<file path="config.mk">
export PLATFORM = sky130hd
export DESIGN_NAME = tcc_top
export DESIGN_NICKNAME = d
export VERILOG_FILES = /design/src/pkg/tcc_pkg.sv /design/src/pkg/tcc_ch_if.sv /design/src/rtl/tcc_dts_div.sv /design/src/rtl/tcc_chan.sv /design/src/rtl/tcc_top.sv
export SDC_FILE = /design/constraint.sdc
export NUM_CORES = 1
export LEC_CHECK = 0
export BUFFER_PORTS_ARGS = -buffer_cell sky130_fd_sc_hd__buf_2
export CAP_MARGIN = 20
export CORE_ASPECT_RATIO = 2
export CORE_MARGIN = 3
export CORE_UTILIZATION = 63
export CTS_BUF_LIST = sky130_fd_sc_hd__clkbuf_4
export DETAILED_ROUTE_END_ITERATION = 10
export GPL_ROUTABILITY_DRIVEN = 0
export PLACE_DENSITY_LB_ADDON = 0.2
export SYNTH_ARGS = -nofsm -noshare
export SYNTH_HDL_FRONTEND = slang
export SYNTH_HIERARCHICAL = 1
export SYNTH_SLANG_ARGS = --single-unit
</file>
<file path="constraint.sdc">
create_clock -name clk_sys_in -period 8 [get_ports clk_sys_in]
set_input_delay 0.4 -clock clk_sys_in [delete_from_list [all_inputs] [get_ports clk_sys_in]]
set_output_delay 0.4 -clock clk_sys_in [all_outputs]
set_load 0.01 [all_outputs]
</file>
<file path="src/pkg/tcc_pkg.sv">
// constants and types of the timer counter control block
// assumes one kernel clock and a plain register port
package tcc_pkg;
   // ----------------------------------------
   // address map
   // ----------------------------------------
   localparam logic [31:0] TCC_BASE0    = 32'h4000_0000;
   localparam logic [31:0] TCC_STRIDE   = 32'h0000_0400;
   localparam logic [9:0]  TCC_OFF_CTL  = 10'h000;
   localparam logic [9:0]  TCC_OFF_STS  = 10'h004;
   localparam logic [9:0]  TCC_OFF_CNT  = 10'h008;
   localparam logic [9:0]  TCC_OFF_ARR  = 10'h00c;
   localparam logic [9:0]  TCC_OFF_CMP  = 10'h010;
   localparam logic [9:0]  TCC_OFF_CHM  = 10'h014;
   localparam logic [9:0]  TCC_OFF_EVG  = 10'h018;
   // ----------------------------------------
   // control fields
   // ----------------------------------------
   localparam int          TCC_CTL_W    = 10;
   localparam int          TCC_CEN      = 0;
   localparam int          TCC_UPDATE_SUPPRESS    = 1;
   localparam int          TCC_UPS      = 2;
   localparam int          TCC_SPM      = 3;
   localparam int          TCC_DIR      = 4;
   localparam int          TCC_CAM      = 5;
   localparam int          TCC_RELOAD_SHADOW_ENABLE     = 7;
   localparam int          TCC_SAMPLE_CLOCK_DIVIDER    = 8;
   localparam logic [9:0]  TCC_CTL_RST  = 10'h000;
   localparam int          TCC_STS_UPD  = 0;
   localparam int          TCC_STS_CH   = 1;
   localparam int          TCC_EVG_UG   = 0;
   localparam logic [1:0]  TCC_CHM_OUT  = 2'h0;
   localparam logic [1:0]  TCC_DIV_L1   = 2'h0;
   localparam logic [1:0]  TCC_DIV_L2   = 2'h1;
   localparam logic [1:0]  TCC_DIV_L4   = 2'h3;
   // ----------------------------------------
   // types
   // ----------------------------------------
   typedef enum logic [1:0] {
      TCC_CAM_EDGE = 2'h0,
      TCC_CAM_DOWN = 2'h1,
      TCC_CAM_UP   = 2'h2,
      TCC_CAM_BOTH = 2'h3
   } tcc_cam_t;
endpackage : tcc_pkg

</file>
<file path="src/pkg/tcc_ch_if.sv">
// counter state handed to the compare channel
// assumes one kernel clock
`timescale 1ns/1ps
interface tcc_ch_if;
   import tcc_pkg::*;
   logic [15:0] cnt;
   logic [15:0] cmp;
   tcc_cam_t    alignment_mode_select;
   logic [1:0]  chm;
   logic        down;
   logic        run;
   logic        flag_set;
   modport ctl (output cnt, cmp, alignment_mode_select, chm, down, run, input flag_set);
   modport ch  (input cnt, cmp, alignment_mode_select, chm, down, run, output flag_set);
endinterface : tcc_ch_if

</file>
<file path="src/rtl/tcc_dts_div.sv">
// sample clock tick divider
// assumes the kernel clock and synchronous reset
`timescale 1ns/1ps
module tcc_dts_div
   import tcc_pkg::*;
(
   // clock and reset
   input  wire logic       clk_sys_in,
   input  wire logic       rstn_in,
   // control
   input  wire logic [1:0] sample_clock_divider_in,
   // tick
   output logic            tick_out
);
   logic [1:0] div_reg;
   logic [1:0] lim;
   logic       tick_reg;

   // ----------------------------------------
   // division
   // ----------------------------------------
   always_comb begin
      case (sample_clock_divider_in)
         2'h0:    lim = TCC_DIV_L1;
         2'h1:    lim = TCC_DIV_L2;
         default: lim = TCC_DIV_L4;
      endcase
   end

   always_ff @(posedge clk_sys_in) begin
      if (!rstn_in) begin
         div_reg  <= 2'h0;
         tick_reg <= 1'b0;
      end else begin
         tick_reg <= (div_reg >= lim);
         div_reg  <= (div_reg >= lim) ? 2'h0 : div_reg + 2'h1;
      end
   end

   assign tick_out = tick_reg;

   AST_DIV_HALF:
   assert property (@(posedge clk_sys_in) disable iff (!rstn_in)
      (sample_clock_divider_in == 2'h1 && $past(sample_clock_divider_in) == 2'h1 && tick_reg)
      |=> !tick_reg)
   else $error("half rate tick twice in a row");
endmodule : tcc_dts_div

</file>
<file path="src/rtl/tcc_chan.sv">
// compare channel event flag source
// assumes counter state from the control block each cycle
`timescale 1ns/1ps
module tcc_chan
   import tcc_pkg::*;
(
   // clock and reset
   input  wire logic clk_sys_in,
   input  wire logic rstn_in,
   // counter state
   tcc_ch_if.ch      ch
);
   logic gate;
   logic set_reg;

   // ----------------------------------------
   // direction gating
   // ----------------------------------------
   always_comb begin
      case (ch.alignment_mode_select)
         TCC_CAM_EDGE: gate = 1'b1;
         TCC_CAM_DOWN: gate = ch.down;
         TCC_CAM_UP:   gate = !ch.down;
         TCC_CAM_BOTH: gate = 1'b1;
         default:      gate = 1'b0;
      endcase
   end

   always_ff @(posedge clk_sys_in) begin
      if (!rstn_in) begin
         set_reg <= 1'b0;
      end else begin
         set_reg <= ch.run && ch.cnt == ch.cmp && gate
                    && (ch.chm == TCC_CHM_OUT || ch.alignment_mode_select == TCC_CAM_EDGE);
      end
   end

   assign ch.flag_set = set_reg;

   AST_CH_DOWN_ONLY:
   assert property (@(posedge clk_sys_in) disable iff (!rstn_in)
      (set_reg && $past(ch.alignment_mode_select) == TCC_CAM_DOWN) |-> $past(ch.down))
   else $error("flag set while counting up in down mode");

   AST_CH_UP_ONLY:
   assert property (@(posedge clk_sys_in) disable iff (!rstn_in)
      (set_reg && $past(ch.alignment_mode_select) == TCC_CAM_UP) |-> !$past(ch.down))
   else $error("flag set while counting down in up mode");
endmodule : tcc_chan

</file>
<file path="src/rtl/tcc_top.sv">
// timer counter control with reload, compare channel and register port
// assumes a master that keeps strobes one cycle and never both at once
`timescale 1ns/1ps
module tcc_top
   import tcc_pkg::*;
#(
   parameter logic [1:0] INST_IDX = 2'h0
)
(
   // clock and reset
   input  wire logic        clk_sys_in,
   input  wire logic        rstn_in,
   // register port
   input  wire logic [31:0] addr_in,
   input  wire logic [31:0] wdata_in,
   input  wire logic        wr_in,
   input  wire logic        rd_in,
   output logic      [31:0] rdata_out,
   // slave mode restart trigger
   input  wire logic        restart_trig_in,
   // events
   output logic             update_event_out,
   output logic             update_req_out,
   output logic             chan_flag_out,
   output logic             sample_tick_out
);
   logic [31:0]          base;
   logic                 hit;
   logic [9:0]           off;
   logic [9:0]           ctl_reg;
   logic [9:0]           ctl_next;
   logic [15:0]          arr_reg;
   logic [15:0]          arr_sh_reg;
   logic [15:0]          cmp_reg;
   logic [1:0]           chm_reg;
   logic [15:0]          cnt_reg;
   logic [15:0]          cnt_next;
   logic [1:0]           sts_reg;
   logic [1:0]           sts_set;
   logic [31:0]          rdata_reg;
   logic [31:0]          rd_val;
   logic                 upd_evt_reg;
   logic                 upd_req_reg;
   logic                 wr_ctl;
   logic                 wr_arr;
   logic                 ug;
   logic                 reinit;
   logic                 ovf;
   logic                 udf;
   logic                 uev;
   logic                 counter_run_enable;
   logic                 down;
   tcc_cam_t             alignment_mode_select;
   tcc_cam_t             cam_new;

   tcc_ch_if ch_bus ();

   // ----------------------------------------
   // address decode
   // ----------------------------------------
   assign base   = TCC_BASE0 + TCC_STRIDE * {30'h0, INST_IDX};
   assign hit    = addr_in[31:10] == base[31:10];
   assign off    = addr_in[9:0];
   assign wr_ctl = wr_in && hit && off == TCC_OFF_CTL;
   assign wr_arr = wr_in && hit && off == TCC_OFF_ARR;
   assign ug     = wr_in && hit && off == TCC_OFF_EVG
                   && wdata_in[TCC_EVG_UG];
   assign reinit = ug || restart_trig_in;
   assign counter_run_enable    = ctl_reg[TCC_CEN];
   assign down   = ctl_reg[TCC_DIR];
   assign alignment_mode_select    = tcc_cam_t'(ctl_reg[TCC_CAM +: 2]);
   assign cam_new = tcc_cam_t'(wdata_in[TCC_CAM +: 2]);

   // ----------------------------------------
   // counter step
   // ----------------------------------------
   always_comb begin
      cnt_next = cnt_reg;
      ovf      = 1'b0;
      udf      = 1'b0;
      if (reinit) begin
         cnt_next = (alignment_mode_select == TCC_CAM_EDGE && down) ? arr_sh_reg : 16'h0;
      end else if (counter_run_enable) begin
         if (alignment_mode_select == TCC_CAM_EDGE) begin
            if (!down) begin
               ovf      = cnt_reg >= arr_sh_reg;
               cnt_next = ovf ? 16'h0 : cnt_reg + 16'h1;
            end else begin
               udf      = cnt_reg == 16'h0;
               cnt_next = udf ? arr_sh_reg : cnt_reg - 16'h1;
            end
         end else if (!down) begin
            ovf      = cnt_reg >= arr_sh_reg;
            cnt_next = ovf ? ((arr_sh_reg == 16'h0) ? 16'h0
                                                    : arr_sh_reg - 16'h1)
                           : cnt_reg + 16'h1;
         end else begin
            udf      = cnt_reg == 16'h0;
            cnt_next = udf ? ((arr_sh_reg == 16'h0) ? 16'h0 : 16'h1)
                           : cnt_reg - 16'h1;
         end
      end
   end

   // update event and its request
   assign uev = !ctl_reg[TCC_UPDATE_SUPPRESS] && (ovf || udf || reinit);

   always_ff @(posedge clk_sys_in) begin
      if (!rstn_in) begin
         cnt_reg <= 16'h0;
      end else begin
         cnt_reg <= cnt_next;
      end
   end

   // ----------------------------------------
   // control register
   // ----------------------------------------
   always_comb begin
      ctl_next = ctl_reg;
      if (wr_ctl) begin
         ctl_next = wdata_in[TCC_CTL_W-1:0];
         if (counter_run_enable && alignment_mode_select == TCC_CAM_EDGE && cam_new != TCC_CAM_EDGE) begin
            ctl_next[TCC_CAM +: 2] = ctl_reg[TCC_CAM +: 2];
         end
         if (ctl_next[TCC_CAM +: 2] != TCC_CAM_EDGE
             || alignment_mode_select != TCC_CAM_EDGE) begin
            ctl_next[TCC_DIR] = ctl_reg[TCC_DIR];
         end
      end
      if (alignment_mode_select != TCC_CAM_EDGE && !reinit && (ovf || udf)) begin
         ctl_next[TCC_DIR] = ovf;
      end
      if (ctl_reg[TCC_SPM] && (ovf || udf)) begin
         ctl_next[TCC_CEN] = 1'b0;
      end
   end

   always_ff @(posedge clk_sys_in) begin
      if (!rstn_in) begin
         ctl_reg <= TCC_CTL_RST;
      end else begin
         ctl_reg <= ctl_next;
      end
   end

   // ----------------------------------------
   // reload, compare and channel mode
   // ----------------------------------------
   always_ff @(posedge clk_sys_in) begin
      if (!rstn_in) begin
         arr_reg    <= 16'h0;
         arr_sh_reg <= 16'h0;
      end else begin
         if (wr_arr) begin
            arr_reg <= wdata_in[15:0];
         end
         if (wr_arr && !ctl_reg[TCC_RELOAD_SHADOW_ENABLE]) begin
            arr_sh_reg <= wdata_in[15:0];
         end else if (uev) begin
            arr_sh_reg <= arr_reg;
         end
      end
   end

   always_ff @(posedge clk_sys_in) begin
      if (!rstn_in) begin
         cmp_reg <= 16'h0;
         chm_reg <= 2'h0;
      end else begin
         if (wr_in && hit && off == TCC_OFF_CMP) begin
            cmp_reg <= wdata_in[15:0];
         end
         if (wr_in && hit && off == TCC_OFF_CHM) begin
            chm_reg <= wdata_in[1:0];
         end
      end
   end

   // ----------------------------------------
   // update outputs
   // ----------------------------------------
   always_ff @(posedge clk_sys_in) begin
      if (!rstn_in) begin
         upd_evt_reg <= 1'b0;
         upd_req_reg <= 1'b0;
      end else begin
         upd_evt_reg <= uev;
         upd_req_reg <= uev && (!ctl_reg[TCC_UPS] || ovf || udf);
      end
   end

   // ----------------------------------------
   // sticky status, set wins over clear
   // ----------------------------------------
   assign sts_set = {ch_bus.flag_set, upd_req_reg};

   for (genvar i = 0; i < 2; i++) begin : g_sts
      always_ff @(posedge clk_sys_in) begin
         if (!rstn_in) begin
            sts_reg[i] <= 1'b0;
         end else if (sts_set[i]) begin
            sts_reg[i] <= 1'b1;
         end else if (wr_in && hit && off == TCC_OFF_STS
                      && !wdata_in[i]) begin
            sts_reg[i] <= 1'b0;
         end
      end
   end

   // ----------------------------------------
   // read port
   // ----------------------------------------
   always_comb begin
      rd_val = 32'h0;
      case (off)
         TCC_OFF_CTL: rd_val = {22'h0, ctl_reg};
         TCC_OFF_STS: rd_val = {30'h0, sts_reg};
         TCC_OFF_CNT: rd_val = {16'h0, cnt_reg};
         TCC_OFF_ARR: rd_val = {16'h0, arr_reg};
         TCC_OFF_CMP: rd_val = {16'h0, cmp_reg};
         TCC_OFF_CHM: rd_val = {30'h0, chm_reg};
         default:     rd_val = 32'h0;
      endcase
   end

   always_ff @(posedge clk_sys_in) begin
      if (!rstn_in) begin
         rdata_reg <= 32'h0;
      end else begin
         rdata_reg <= (rd_in && hit) ? rd_val : 32'h0;
      end
   end

   // ----------------------------------------
   // submodules
   // ----------------------------------------
   assign ch_bus.cnt  = cnt_reg;
   assign ch_bus.cmp  = cmp_reg;
   assign ch_bus.alignment_mode_select  = alignment_mode_select;
   assign ch_bus.chm  = chm_reg;
   assign ch_bus.down = down;
   assign ch_bus.run  = counter_run_enable;

   tcc_chan u_chan (
      .clk_sys_in (clk_sys_in),
      .rstn_in    (rstn_in),
      .ch         (ch_bus.ch)
   );

   tcc_dts_div u_div (
      .clk_sys_in (clk_sys_in),
      .rstn_in    (rstn_in),
      .sample_clock_divider_in   (ctl_reg[TCC_SAMPLE_CLOCK_DIVIDER +: 2]),
      .tick_out   (sample_tick_out)
   );

   assign rdata_out        = rdata_reg;
   assign update_event_out = upd_evt_reg;
   assign update_req_out   = upd_req_reg;
   assign chan_flag_out    = sts_reg[TCC_STS_CH];

   // ----------------------------------------
   // checks
   // ----------------------------------------
   AST_ARR_DIRECT:
   assert property (@(posedge clk_sys_in) disable iff (!rstn_in)
      (wr_arr && !ctl_reg[TCC_RELOAD_SHADOW_ENABLE]) |=> arr_sh_reg == $past(wdata_in[15:0]))
   else $error("direct reload not applied");

   AST_ARR_SHADOW:
   assert property (@(posedge clk_sys_in) disable iff (!rstn_in)
      (wr_arr && ctl_reg[TCC_RELOAD_SHADOW_ENABLE] && !uev) |=> $stable(arr_sh_reg))
   else $error("shadowed reload changed without update");

   AST_CAM_LOCK:
   assert property (@(posedge clk_sys_in) disable iff (!rstn_in)
      (wr_ctl && counter_run_enable && alignment_mode_select == TCC_CAM_EDGE) |=> alignment_mode_select == TCC_CAM_EDGE)
   else $error("alignment left edge mode while running");

   AST_DIR_RO:
   assert property (@(posedge clk_sys_in) disable iff (!rstn_in)
      (wr_ctl && !counter_run_enable && alignment_mode_select != TCC_CAM_EDGE) |=> $stable(down))
   else $error("direction written in centre mode");

   AST_SPM_STOP:
   assert property (@(posedge clk_sys_in) disable iff (!rstn_in)
      (ctl_reg[TCC_SPM] && (ovf || udf) && !wr_ctl) |=> !counter_run_enable)
   else $error("single pulse did not stop");

   AST_UPS_ONLY_WRAP:
   assert property (@(posedge clk_sys_in) disable iff (!rstn_in)
      (ctl_reg[TCC_UPS] && !ovf && !udf) |=> !upd_req_reg)
   else $error("update request without wrap");

   AST_UPDATE_SUPPRESS:
   assert property (@(posedge clk_sys_in) disable iff (!rstn_in)
      (ctl_reg[TCC_UPDATE_SUPPRESS] && reinit && !down)
      |=> !upd_evt_reg && cnt_reg == 16'h0)
   else $error("suppressed update misbehaved");

   AST_EDGE_WRAP:
   assert property (@(posedge clk_sys_in) disable iff (!rstn_in)
      (counter_run_enable && alignment_mode_select == TCC_CAM_EDGE && !down && !reinit
       && cnt_reg == arr_sh_reg) |=> cnt_reg == 16'h0 ##0 upd_req_reg
       || $past(ctl_reg[TCC_UPDATE_SUPPRESS]))
   else $error("edge up count did not wrap");

   AST_READ_ONE:
   assert property (@(posedge clk_sys_in) disable iff (!rstn_in)
      !$past(rd_in) |-> rdata_reg == 32'h0)
   else $error("read data outside read cycle");
endmodule : tcc_top

</file>
==> impl_metrics.sql, run 1 <==
INSERT INTO impl_metrics (metric_group, metric, value, unit) VALUES
('run_status', 'outcome', 'complete, no violations', ''),
('die', 'fp.dieH', '148', 'um'),
('die', 'initial_core_util', '0.649', ''),
('drt', 'drtAntennaViolNets', '0', ''),
('yosys', 'post_synth_instance_area', '0.00633', 'mm2'),
('job', 'max_cap_viol_count', '0', ''),
('drt', 'wl_met3', '1530', 'um'),
('yosys', 'yosysSeqAreaShare', '0.316', ''),
('drt', 'post_drt_via_cell_ratio', '6.62', ''),
('global_routing', 'grt_first_pass_wirelength', '31800', 'um'),
('die', 'horizontal_extent_of_the_die', '76.9', 'um'),
('drt', 'wire_per_inst', '19.9', 'um'),
('global_routing', 'grt_start_max_net_pins', '32', ''),
('sta', 'min_tclk_post_route', '3.46', 'ns'),
('yosys', 'number_of_enable_flip_flop_cells_after_synthesis', '0', ''),
('yosys', 'yosysWarningCount', '6', ''),
('layout', 'net_count_reported_at_finish', '955', ''),
('sta', 'timing.final.ws_setup', '4.54', 'ns'),
('global_routing', 'antenna_found_initial', '1', ''),
('layout', 'register_area', '0.00200', 'mm2'),
('pwr', 'power.share.clock', '0.307', ''),
('die', 'core_area', '0.00976', 'mm2'),
('layout', 'design_area', '0.00677', 'mm2'),
('yosys', 'synth_async_sr_flop_share', '0', ''),
('drt', 'dr.max_layer_used', 'met4', ''),
('sta', 'setup_tns', '0', 'ns'),
('sta', 'fmaxAchievable', '289', 'MHz'),
('placement', 'port_buffers', '72', ''),
('clock_tree', 'cts_root_buffer', 'sky130_fd_sc_hd__clkbuf_4', ''),
('placement', 'hpwl', '14600', 'um'),
('layout', 'area.growth.synth_to_final', '6.86', '%'),
('pwr', 'power_report.internal_total', '639', 'uW'),
('drt', 'first_iter_violations', '770', ''),
('die', 'num_io_pins', '105', ''),
('clock_tree', 'h-tree-depth', '3', ''),
('layout', 'multiInputGateArea', '0.00391', 'mm2'),
('pwr', 'vdd_drop_max', '0.000181', 'V'),
('setup_path', 'critical_path.max_fanout', '13', ''),
('drt', 'routedLengthMet1', '6870', 'um'),
('pwr', 'leakage_power_of_the_design', '2.60', 'nW'),
('clock_tree', 'cts_inserted_buffers', '9', ''),
('yosys', 'synth_flop_cell', 'sky130_fd_sc_hd__dfxtp_1', ''),
('pwr', 'sw_frac_of_total', '0.288', ''),
('yosys', 'number_of_synthesized_register_bits', '100', ''),
('sta', 'final-setup-viol-count', '0', ''),
('clock_tree', 'hold_buffer_count_at_cts', '0', ''),
('setup_path', 'regToRegSetupSlack', '4.54', 'ns'),
('min_path', 'holdCritPathClass', 'in -> reg', ''),
('clock_tree', 'clockBufferDepth', '2', ''),
('global_routing', 'grt_pass1_vias', '6540', ''),
('layout', 'n_fill_cell', '849', ''),
('clock_tree', 'cts_tree', 'built', ''),
('sta', 'grt_setup_unrepaired', 'false', ''),
('pwr', 'combPwrFrac', '0.125', ''),
('die', 'core.rowCount', '51', ''),
('drt', 'detail_route.drc_violations', '0', ''),
('layout', 'finalCoreUtilization', '0.693', ''),
('yosys', 'synthDistinctLibCells', '77', ''),
('sta', 'finalClockSkew', '0.0210', 'ns'),
('sta', 'final_clock_period_utilization_by_the_worst_path', '0.432', ''),
('pwr', 'power_density', '133', 'mW/mm2'),
('pwr', 'power_frac_seq', '0.568', ''),
('clock_tree', 'insertion_delay', '0.47', 'ns'),
('setup_path', 'r2r_start', 'ch_bus.cnt[0]', ''),
('pwr', 'p_total', '897', 'uW'),
('yosys', 'synthesis.area_per_instance', '7.68', 'um2'),
('drt', 'detail_route.first_pass.iterations', '6', ''),
('sta', 'timing_max_transition_violations_final', '0', ''),
('global_routing', 'global_route.usage.total', '0.350', ''),
('sta', 'timing.slew.headroom', '0.338', ''),
('drt', 'count_of_vias_placed_by_the_detailed_router', '6609', '');
## logic make-up (layout without fill, tap and decap cells)
kind of cell,after synthesis,after routing,synth area share
muxes,33,33,0.0545
xor gates and xnor gates,41,41,0.0567
and+or+nand+nor,297,297,0.217
AOI/OAI and AO/OA,222,222,0.229
DFF,100,100,0.316
adders and majority gates,25,25,0.0494
other,1,17,0.000592
buffers and inverters,105,132,0.0767
## critical path, cell delays in order (launching register included)
cell and delay (ns):
sky130_fd_sc_hd__dfxtp_1 0.43, sky130_fd_sc_hd__inv_1 0.23, sky130_fd_sc_hd__ha_1 0.17, sky130_fd_sc_hd__nor4b_1 0.66
sky130_fd_sc_hd__nand4_1 0.44, sky130_fd_sc_hd__nand2_1 0.64, sky130_fd_sc_hd__nor2_1 0.11, sky130_fd_sc_hd__a211o_1 0.30
sky130_fd_sc_hd__a221oi_1 0.29, sky130_fd_sc_hd__o2bb2ai_1 0.09
## power groups by stage
stage / sequential [mW] / combinational (mW) / clock (mW)
3_5_place_dp: 0.519 / 0.108 / 0
3_3_place_gp: 0.519 / 0.105 / 0
4_1_cts: 0.509 / 0.108 / 0.277
2_1_floorplan: 0.516 / 0.0781 / 0
5_1_grt: 0.510 / 0.122 / 0.296
6_report: 0.509 / 0.112 / 0.275
## path summary, 6_finish.rpt
check | endpoint | cells past startpoint
worst max-delay path | ch_bus.cnt[15] | 9
worst min-delay path | arr_sh_reg[12] | 3
worst min register to register | chan_flag_out | 2
worst max register to register | ch_bus.cnt[15] | 9
## cells in the mapped netlist (3+ instances only)
cell type,instances,share of area
sky130_fd_sc_hd__nor2_1,70,0.041
sky130_fd_sc_hd__buf_2,3,0.0024
sky130_fd_sc_hd__nand4_1,11,0.011
sky130_fd_sc_hd__a31oi_1,16,0.016
sky130_fd_sc_hd__xnor2_1,23,0.032
sky130_fd_sc_hd__inv_1,37,0.022
sky130_fd_sc_hd__mux2i_1,30,0.047
sky130_fd_sc_hd__nand3_1,16,0.013
sky130_fd_sc_hd__a22oi_1,17,0.020
sky130_fd_sc_hd__buf_4,17,0.020
sky130_fd_sc_hd__dfxtp_1,100,0.32
sky130_fd_sc_hd__nand2_1,135,0.080
sky130_fd_sc_hd__a221oi_1,9,0.012
sky130_fd_sc_hd__ha_1,25,0.049
sky130_fd_sc_hd__buf_6,3,0.0053
sky130_fd_sc_hd__xor2_1,18,0.025
sky130_fd_sc_hd__a21o_1,3,0.0036
sky130_fd_sc_hd__or4_1,4,0.0047
sky130_fd_sc_hd__and3_1,10,0.0099
sky130_fd_sc_hd__nor3_1,15,0.012
sky130_fd_sc_hd__nor2b_1,4,0.0040
sky130_fd_sc_hd__o221ai_1,3,0.0042
sky130_fd_sc_hd__o31ai_1,4,0.0047
sky130_fd_sc_hd__nor4_1,12,0.012
sky130_fd_sc_hd__o211ai_1,6,0.0071
sky130_fd_sc_hd__clkbuf_1,42,0.025
sky130_fd_sc_hd__o311ai_0,11,0.015
sky130_fd_sc_hd__a21oi_1,59,0.047
sky130_fd_sc_hd__o21ai_0,57,0.045
## metal layers
metal  vias to the layer above  global-route usage
met5                         -                   0
met4                         0               0.276
met3                       133              0.0470
met2                       448               0.605
met1                      3046               0.379
li1                       2982                   -
## metrics by stage
| stage | hold WS [ns] | instances |
|---|---|---|
| 2_1_floorplan | 0.411 | 839 |
| 3_3_place_gp | 0.453 | 980 |
| 3_5_place_dp | 0.454 | 980 |
| 4_1_cts | 0.137 | 996 |
| 5_1_grt | 0.156 | 999 |
| 6_report | 0.156 | 999 |
## layout by cell type, fill, tap and decap left out, drive strengths merged, types with 4 or more instances in the layout
cell | netlist | layout
nand2 | 135 | 135
dfxtp | 100 | 100
buf | 25 | 77
nor2 | 70 | 70
a21oi | 61 | 61
o21ai | 58 | 58
inv | 37 | 38
mux2i | 30 | 30
ha | 25 | 25
xnor2 | 23 | 23
xor2 | 18 | 18
a22oi | 17 | 17
nand3 | 17 | 17
nor3 | 17 | 17
a31oi | 16 | 16
conb | 1 | 16
nor4 | 13 | 13
clkbuf | 43 | 12
nand4 | 11 | 11
o311ai | 11 | 11
and3 | 10 | 10
a221oi | 9 | 9
o211ai | 6 | 6
or4 | 6 | 6
o31ai | 5 | 5
nor2b | 4 | 4
## area by class of cell
cell class              instances  share of cell area
inverters                      37              0.0205
flip-flops and latches        100               0.296
clock buffers                  10              0.0111
repair buffers                 79              0.0607
multi-input cells             634               0.578
clock inverters                 6             0.00943
diodes                          1            0.000370
well taps                     132              0.0244
(Power assumes the default switching activity.)
==> run 2, diff against run 1 <==
- CORE_UTILIZATION: 63 -> 53
- clock period: 8 -> 2.8 ns (I/O delays scaled with it)
==> run 2 against run 1 <==
- register-to-register slack worse by 4.4 ns
- hold slack lost 0.13 ns
- die area up 18%
- clock power rose to 2.8 times the previous value
- utilization down 4.4 points
- wire length increased by 4.7%
- cell count grew 8.9%
- global-route usage fell by 4.2 points
- sequential share of layout area fell by 2.7 points
- via count rose by 1.7%
- clock-buffer cell count shrank 1
- critical endpoint is now arr_sh_reg[2]
- largest power group unchanged
- highest routed layer unchanged
==> impl_metrics.sql, run 2 (same netlist as run 1, synthesis figures left out) <==
INSERT INTO impl_metrics (metric_group, metric, value, unit) VALUES
('sta', 'grt_setup_unrepaired', 'true', ''),
('run_status', 'outcome', 'complete, no violations', ''),
('layout', 'layout.cells.most_common_list', '135 x sky130_fd_sc_hd__nand2_1, 99 x sky130_fd_sc_hd__dfxtp_1, 72 x sky130_fd_sc_hd__buf_2', ''),
('die', 'horizontal_extent_of_the_die', '83.3', 'um'),
('die', 'initial_core_util', '0.551', ''),
('setup_path', 'critical_path.startpoint', 'ch_bus.cnt[11]', ''),
('job', 'max_cap_viol_count', '0', ''),
('placement', 'place.detailed.instances', '1055', ''),
('sta', 'min_tclk_post_route', '2.64', 'ns'),
('pwr', 'combPwrFrac', '0.153', ''),
('pwr', 'p_total', '2.63', 'mW'),
('min_path', 'worst_hold_path_cells', '2', ''),
('clock_tree', 'cts_root_buffer', 'sky130_fd_sc_hd__clkbuf_4', ''),
('clock_tree', 'h-tree-depth', '3', ''),
('layout', 'multiInputGateArea', '0.00393', 'mm2'),
('pwr', 'power.share.clock', '0.298', ''),
('pwr', 'leakage_power_of_the_design', '3.00', 'nW'),
('sta', 'timing_max_transition_violations_final', '0', ''),
('layout', 'finalCoreUtilization', '0.649', ''),
('global_routing', 'gr-total-overflow', '0', ''),
('clock_tree', 'cts_inserted_buffers', '9', ''),
('global_routing', 'globalRouteMet3Util', '0.0436', ''),
('layout', 'net_count_reported_at_finish', '1034', ''),
('drt', 'count_of_vias_placed_by_the_detailed_router', '6723', ''),
('pwr', 'power_frac_seq', '0.549', ''),
('min_path', 'holdCritStartpoint', 'rstn_in', ''),
('global_routing', 'global_route.usage.met2', '0.562', ''),
('sta', 'finalHoldViolations', '0', ''),
('die', 'core_area', '0.0115', 'mm2'),
('setup_path', 'timing.setup.critical_path_class', 'reg -> reg', ''),
('sta', 'timing.slew.headroom', '0.501', ''),
('pwr', 'vdd_drop_max', '0.000348', 'V'),
('clock_tree', 'cts_tree', 'built', ''),
('sta', 'final_clock_period_utilization_by_the_worst_path', '0.941', ''),
('layout', 'layout.cells.most_common', 'sky130_fd_sc_hd__nand2_1', ''),
('setup_path', 'r2r_start', 'ch_bus.cnt[11]', ''),
('setup_path', 'timing.reg2reg.worst_path_depth', '9', ''),
('setup_path', 'critical_path.startpoint_type', 'flop', ''),
('die', 'num_io_pins', '105', ''),
('placement', 'port_buffers', '72', ''),
('clock_tree', 'clockBufferDepth', '2', ''),
('layout', 'n_fill_cell', '983', ''),
('placement', 'hpwl', '16000', 'um'),
('clock_tree', 'clock_sink_count', '100', ''),
('drt', 'drt-total-wl', '20800', 'um'),
('drt', 'drtAntennaViolNets', '0', ''),
('die', 'fp.dieH', '161', 'um'),
('sta', 'final-setup-viol-count', '0', ''),
('min_path', 'holdCritPathClass', 'in -> reg', ''),
('layout', 'count_of_placed_standard_cells_in_the_final_layout_fillers_left_out', '1088', ''),
('drt', 'wire_per_inst', '19.1', 'um'),
('sta', 'fmaxAchievable', '379', 'MHz'),
('global_routing', 'antenna_found_initial', '1', ''),
('layout', 'drive_gt1_frac', '0.192', ''),
('global_routing', 'globalRouteMet1Util', '0.314', ''),
('pwr', 'power_report.internal_total', '1.81', 'mW'),
('pwr', 'sw_frac_of_total', '0.313', ''),
('sta', 'worstMarginPinSlew', '0.742', 'ns'),
('global_routing', 'grt_pass1_vias', '6755', ''),
('die', 'die-area', '0.0134', 'mm2'),
('global_routing', 'top_usage_layer', 'met2', ''),
('pwr', 'power_density', '352', 'mW/mm2'),
('setup_path', 'critical_path.max_fanout', '17', ''),
('drt', 'post_drt_via_cell_ratio', '6.18', ''),
('setup_path', 'cp.arrival', '3.00', 'ns'),
('setup_path', 'critical_path_sink_type', 'flop', ''),
('setup_path', 'required', '3.16', 'ns'),
('global_routing', 'grt_start_max_net_pins', '31', ''),
('clock_tree', 'clk_transition_reported_paths', '0.18', 'ns'),
('clock_tree', 'insertion_delay', '0.47', 'ns'),
('drt', 'detail_route.first_pass.iterations', '6', ''),
('global_routing', 'grt_first_pass_wirelength', '33300', 'um'),
('drt', 'first_iter_violations', '577', ''),
('pwr', 'switching_power', '822', 'uW'),
('drt', 'detail_route.drc_violations', '0', ''),
('sta', 'finalClockSkew', '0.0285', 'ns'),
('layout', 'register_area', '0.00200', 'mm2'),
('global_routing', 'global_route.usage.total', '0.309', ''),
('die', 'core.rowCount', '55', ''),
('layout', 'area.growth.synth_to_final', '17.7', '%');
## run 2: cell count changes in the layout (fill, tap and decap cells not counted), moves of 2 or more
cell and delta:
sky130_fd_sc_hd__buf_12 +2, sky130_fd_sc_hd__buf_4 +63, sky130_fd_sc_hd__clkbuf_4 -2, sky130_fd_sc_hd__dlygate4sd3_1 +16
sky130_fd_sc_hd__inv_8 +2
## run 2: through the flow
stage	setup slack (ns)	hold WS [ns]	TNS [ns]	instance area [um2]
CTS	0.105	0.0133	0	7430
finish	0.164	0.0307	0	7450
global route	-0.0122	0.0102	-0.0122	7450
global placement	0.216	0.383	0	7140
detailed placement	0.124	0.394	0	7140
floorplan	0.0362	0.249	0	6390
## run 2: worst paths after layout
kind / slack (ns) / endpoint
worst min register to register: 0.46 / chan_flag_out
worst max register to register: 0.16 / arr_sh_reg[2]
worst min-delay path: 0.03 / u_div/tick_out
worst max-delay path: 0.16 / arr_sh_reg[2]
## run 2: critical path, stage by stage (launching register included)
cell,delay [ns]
sky130_fd_sc_hd__dfxtp_1,0.55
sky130_fd_sc_hd__ha_1,0.31
sky130_fd_sc_hd__a21oi_1,0.16
sky130_fd_sc_hd__o22ai_1,0.10
sky130_fd_sc_hd__nor2_1,0.33
sky130_fd_sc_hd__nand3_2,0.27
sky130_fd_sc_hd__a41oi_2,0.29
sky130_fd_sc_hd__buf_12,0.20
sky130_fd_sc_hd__mux2i_1,0.21
sky130_fd_sc_hd__o21ai_0,0.11
## run 2: area by class of cell
cell class,instances,share of cell area
multi-input combinational,634,0.527
inverter,37,0.0186
sequential,100,0.269
tap,142,0.0238
antenna,1,0.000336
timing repair buffer,158,0.144
clock buffer,9,0.00906
clock inverter,7,0.00923
## run 2: power groups by stage
stage	combinational, mW	sequential, mW	clock (mW)
after CTS	0.390	1.44	0.793
final	0.403	1.44	0.782
after global routing	0.433	1.44	0.837
after global placement	0.365	1.47	0
after detailed placement	0.371	1.47	0
after floorplan	0.223	1.47	0
## run 2: repair_timing
item / 4_1_cts / 5_1_grt
endpoints found under the hold margin: 56 / 0
buffers inserted: 0 / 0
gates resized for setup: 0 / 5
hold buffers: 16 / 0
endpoints found under the setup margin: 0 / 26
## run 2: routing by layer
| metal | vias to the layer above | share of wire |
|---|---|---|
| li1 | 3152 | - |
| met1 | 3096 | 0.34 |
| met2 | 362 | 0.53 |
| met3 | 113 | 0.056 |
| met4 | 0 | 0.075 |
| met5 | - | 0 |
==> run 3, diff against run 2 <==
- CORE_UTILIZATION: 53 -> 52
- CTS_BUF_LIST: sky130_fd_sc_hd__clkbuf_4 -> sky130_fd_sc_hd__clkbuf_16
- CTS_CLUSTER_DIAMETER: unset -> 80
==> run 3 against run 2 <==
- first-iteration DRC count down 7.8%
- fmax is 0.85% lower
- combinational power fell by 2%
- clock-buffer cell count unchanged
- critical path type unchanged
- critical endpoint is now ch_bus.cnt[0]
==> impl_metrics.sql, run 3 (same netlist as run 1, synthesis figures left out) <==
INSERT INTO impl_metrics (metric_group, metric, value, unit) VALUES
('run_status', 'outcome', 'complete, no violations', ''),
('die', 'horizontal_extent_of_the_die', '84.0', 'um'),
('layout', 'n_fill_cell', '1078', ''),
('sta', 'final_clock_period_utilization_by_the_worst_path', '0.949', ''),
('layout', 'drive_gt1_frac', '0.191', ''),
('job', 'max_cap_viol_count', '0', ''),
('setup_path', 'critical-path-top-delay-family', 'compound AO/OA/AOI/OAI gates', ''),
('setup_path', 'r2r_start', 'arr_sh_reg[1]', ''),
('sta', 'finalClockSkew', '0.00767', 'ns'),
('setup_path', 'timing.setup.critical_path_class', 'reg -> reg', ''),
('drt', 'post_drt_via_cell_ratio', '6.30', ''),
('min_path', 'holdPathEnd', 'arr_sh_reg[10]', ''),
('drt', 'drtAntennaViolNets', '0', ''),
('setup_path', 'critical_path_sink_type', 'flop', ''),
('drt', 'detail_route.drc_violations', '0', ''),
('setup_path', 'crit_path_cell_trace', 'inv_1 -> ha_1 -> nor2b_1 -> and3_1 -> a41o_1 -> mux2i_1 -> a221o_1 -> a221oi_1 -> a2111oi_2', ''),
('sta', 'final-setup-viol-count', '0', ''),
('clock_tree', 'insertion_delay', '0.35', 'ns'),
('drt', 'drt-total-wl', '20700', 'um'),
('drt', 'first_iter_violations', '532', ''),
('die', 'fp.dieH', '162', 'um'),
('pwr', 'power_density', '415', 'mW/mm2'),
('clock_tree', 'h-tree-depth', '3', ''),
('layout', 'net_count_reported_at_finish', '1011', ''),
('setup_path', 'cp.arrival', '2.87', 'ns'),
('min_path', 'holdCritPathClass', 'in -> reg', ''),
('die', 'num_io_pins', '105', ''),
('die', 'core_area', '0.0118', 'mm2'),
('sta', 'timing.slew.headroom', '0.544', ''),
('clock_tree', 'cts_inserted_buffers', '9', ''),
('setup_path', 'worstPathBufferInverterCount', '1', ''),
('sta', 'setup_tns', '0', 'ns'),
('layout', 'layout.cells.most_common_list', '135 x sky130_fd_sc_hd__nand2_1, 98 x sky130_fd_sc_hd__dfxtp_1, 72 x sky130_fd_sc_hd__buf_2', ''),
('drt', 'wire_per_inst', '19.4', 'um'),
('global_routing', 'global_route.usage.total', '0.308', ''),
('setup_path', 'timing.reg2reg.worst_path_depth', '9', ''),
('layout', 'area.growth.synth_to_final', '17.1', '%'),
('global_routing', 'antenna_found_initial', '0', ''),
('die', 'core.rowCount', '56', ''),
('clock_tree', 'hold_buffer_count_at_cts', '0', ''),
('setup_path', 'regToRegSetupSlack', '0.14', 'ns'),
('layout', 'layout.cells.most_common', 'sky130_fd_sc_hd__nand2_1', ''),
('placement', 'port_buffers', '72', ''),
('sta', 'finalHoldViolations', '0', ''),
('global_routing', 'grt_start_max_net_pins', '32', ''),
('clock_tree', 'cts_root_buffer', 'sky130_fd_sc_hd__clkbuf_16', ''),
('min_path', 'holdCritStartpoint', 'wdata_in[10]', ''),
('setup_path', 'critical_path.max_fanout', '7', ''),
('die', 'die-area', '0.0136', 'mm2'),
('clock_tree', 'cts_tree', 'built', ''),
('global_routing', 'gr-total-overflow', '0', ''),
('sta', 'grt_setup_unrepaired', 'false', ''),
('drt', 'count_of_vias_placed_by_the_detailed_router', '6721', ''),
('layout', 'finalCoreUtilization', '0.626', ''),
('clock_tree', 'clock_sink_count', '100', ''),
('setup_path', 'critical-path-slowest-cell', 'sky130_fd_sc_hd__a41o_1', ''),
('pwr', 'vdd_drop_max', '0.000409', 'V'),
('sta', 'fmaxAchievable', '376', 'MHz'),
('global_routing', 'grt_first_pass_wirelength', '33600', 'um'),
('clock_tree', 'clk_transition_reported_paths', '0.07', 'ns'),
('die', 'initial_core_util', '0.535', ''),
('pwr', 'leakage_power_of_the_design', '2.96', 'nW'),
('setup_path', 'required', '3.01', 'ns'),
('placement', 'hpwl', '15800', 'um'),
('sta', 'timing_max_transition_violations_final', '0', ''),
('setup_path', 'cp_slowest_stage_delay', '0.44', 'ns'),
('sta', 'worstMarginPinSlew', '0.678', 'ns'),
('drt', 'detail_route.first_pass.iterations', '9', ''),
('global_routing', 'grt_pass1_vias', '6814', ''),
('clock_tree', 'clockBufferDepth', '2', ''),
('sta', 'min_tclk_post_route', '2.66', 'ns'),
('setup_path', 'critical_path.startpoint_type', 'flop', ''),
('layout', 'diodes', '0', ''),
('min_path', 'worst_hold_path_cells', '3', ''),
('setup_path', 'worstReg2RegEnd', 'ch_bus.cnt[0]', '');
[run 3: cell types whose count changed in the layout (fill, tap and decap cells not counted), sizes merged]
cell,previous run,this run
dlygate4sd3,16,0
buf,142,135
clkinv,2,0
clkinvlp,1,3
inv,41,39
bufinv,0,1
diode,1,0
[run 3: how the worst max path moves through the flow]
stage,from,end,slack [ns],cells past startpoint
after floorplan,arr_sh_reg[13],ch_bus.cnt[0],0.04,10
after CTS,arr_sh_reg[15],arr_sh_reg[13],0.11,11
final,arr_sh_reg[1],ch_bus.cnt[0],0.14,9
after global routing,arr_sh_reg[14],arr_sh_reg[14],0.005,11
after detailed placement,arr_sh_reg[15],arr_sh_reg[13],0.14,11
after global placement,addr_in[7],ch_bus.cnt[10],0.17,9
[run 3: worst register-to-register path, stage by stage, from the launching register on]
cell and delay (ns):
sky130_fd_sc_hd__dfxtp_1 0.31, sky130_fd_sc_hd__inv_1 0.11, sky130_fd_sc_hd__ha_1 0.28, sky130_fd_sc_hd__nor2b_1 0.20, sky130_fd_sc_hd__and3_1 0.33, sky130_fd_sc_hd__a41o_1 0.44
sky130_fd_sc_hd__mux2i_1 0.14, sky130_fd_sc_hd__a221o_1 0.31, sky130_fd_sc_hd__a221oi_1 0.30, sky130_fd_sc_hd__a2111oi_2 0.10
[run 3: power by group]
group | switching, mW | internal [mW] | total (mW)
combinational | 0.241 | 0.153 | 0.394
sequential | 0.00662 | 1.43 | 1.44
clock | 0.561 | 0.688 | 1.25
total | 0.809 | 2.27 | 3.08
[run 3: layout make-up]
cell class	instances	area, um2	area share
repair buffers	135	858	0.116
multi-input cells	634	3940	0.532
flip-flops and latches	100	2000	0.270
well taps	145	181	0.0245
clock buffers	9	225	0.0304
clock inverters	6	65.1	0.00877
inverters	37	139	0.0187
[run 3: stage by stage]
step	instance area, um2	power (mW)	hold slack [ns]	cells	worst slack, ns
global route	7420	3.18	0.0509	1066	0.00495
floorplan	6390	1.70	0.249	839	0.0362
detailed placement	7080	1.84	0.384	1050	0.138
CTS	7370	3.07	0.0230	1065	0.105
finish	7420	3.08	0.0263	1066	0.141
global placement	7080	1.83	0.379	1050	0.173
[run 3: per-layer routing]
metal | global-route usage | vias up | share of wire
met2 | 0.549 | 380 | 0.51
met3 | 0.0487 | 126 | 0.068
met1 | 0.316 | 3117 | 0.34
met5 | 0 | - | 0
li1 | - | 3098 | -
met4 | 0.238 | 0 | 0.083
[run 3: timing repair]
action	CTS	global route
gates resized for setup	0	10
endpoints found under the setup margin	0	29
buffers inserted	0	1
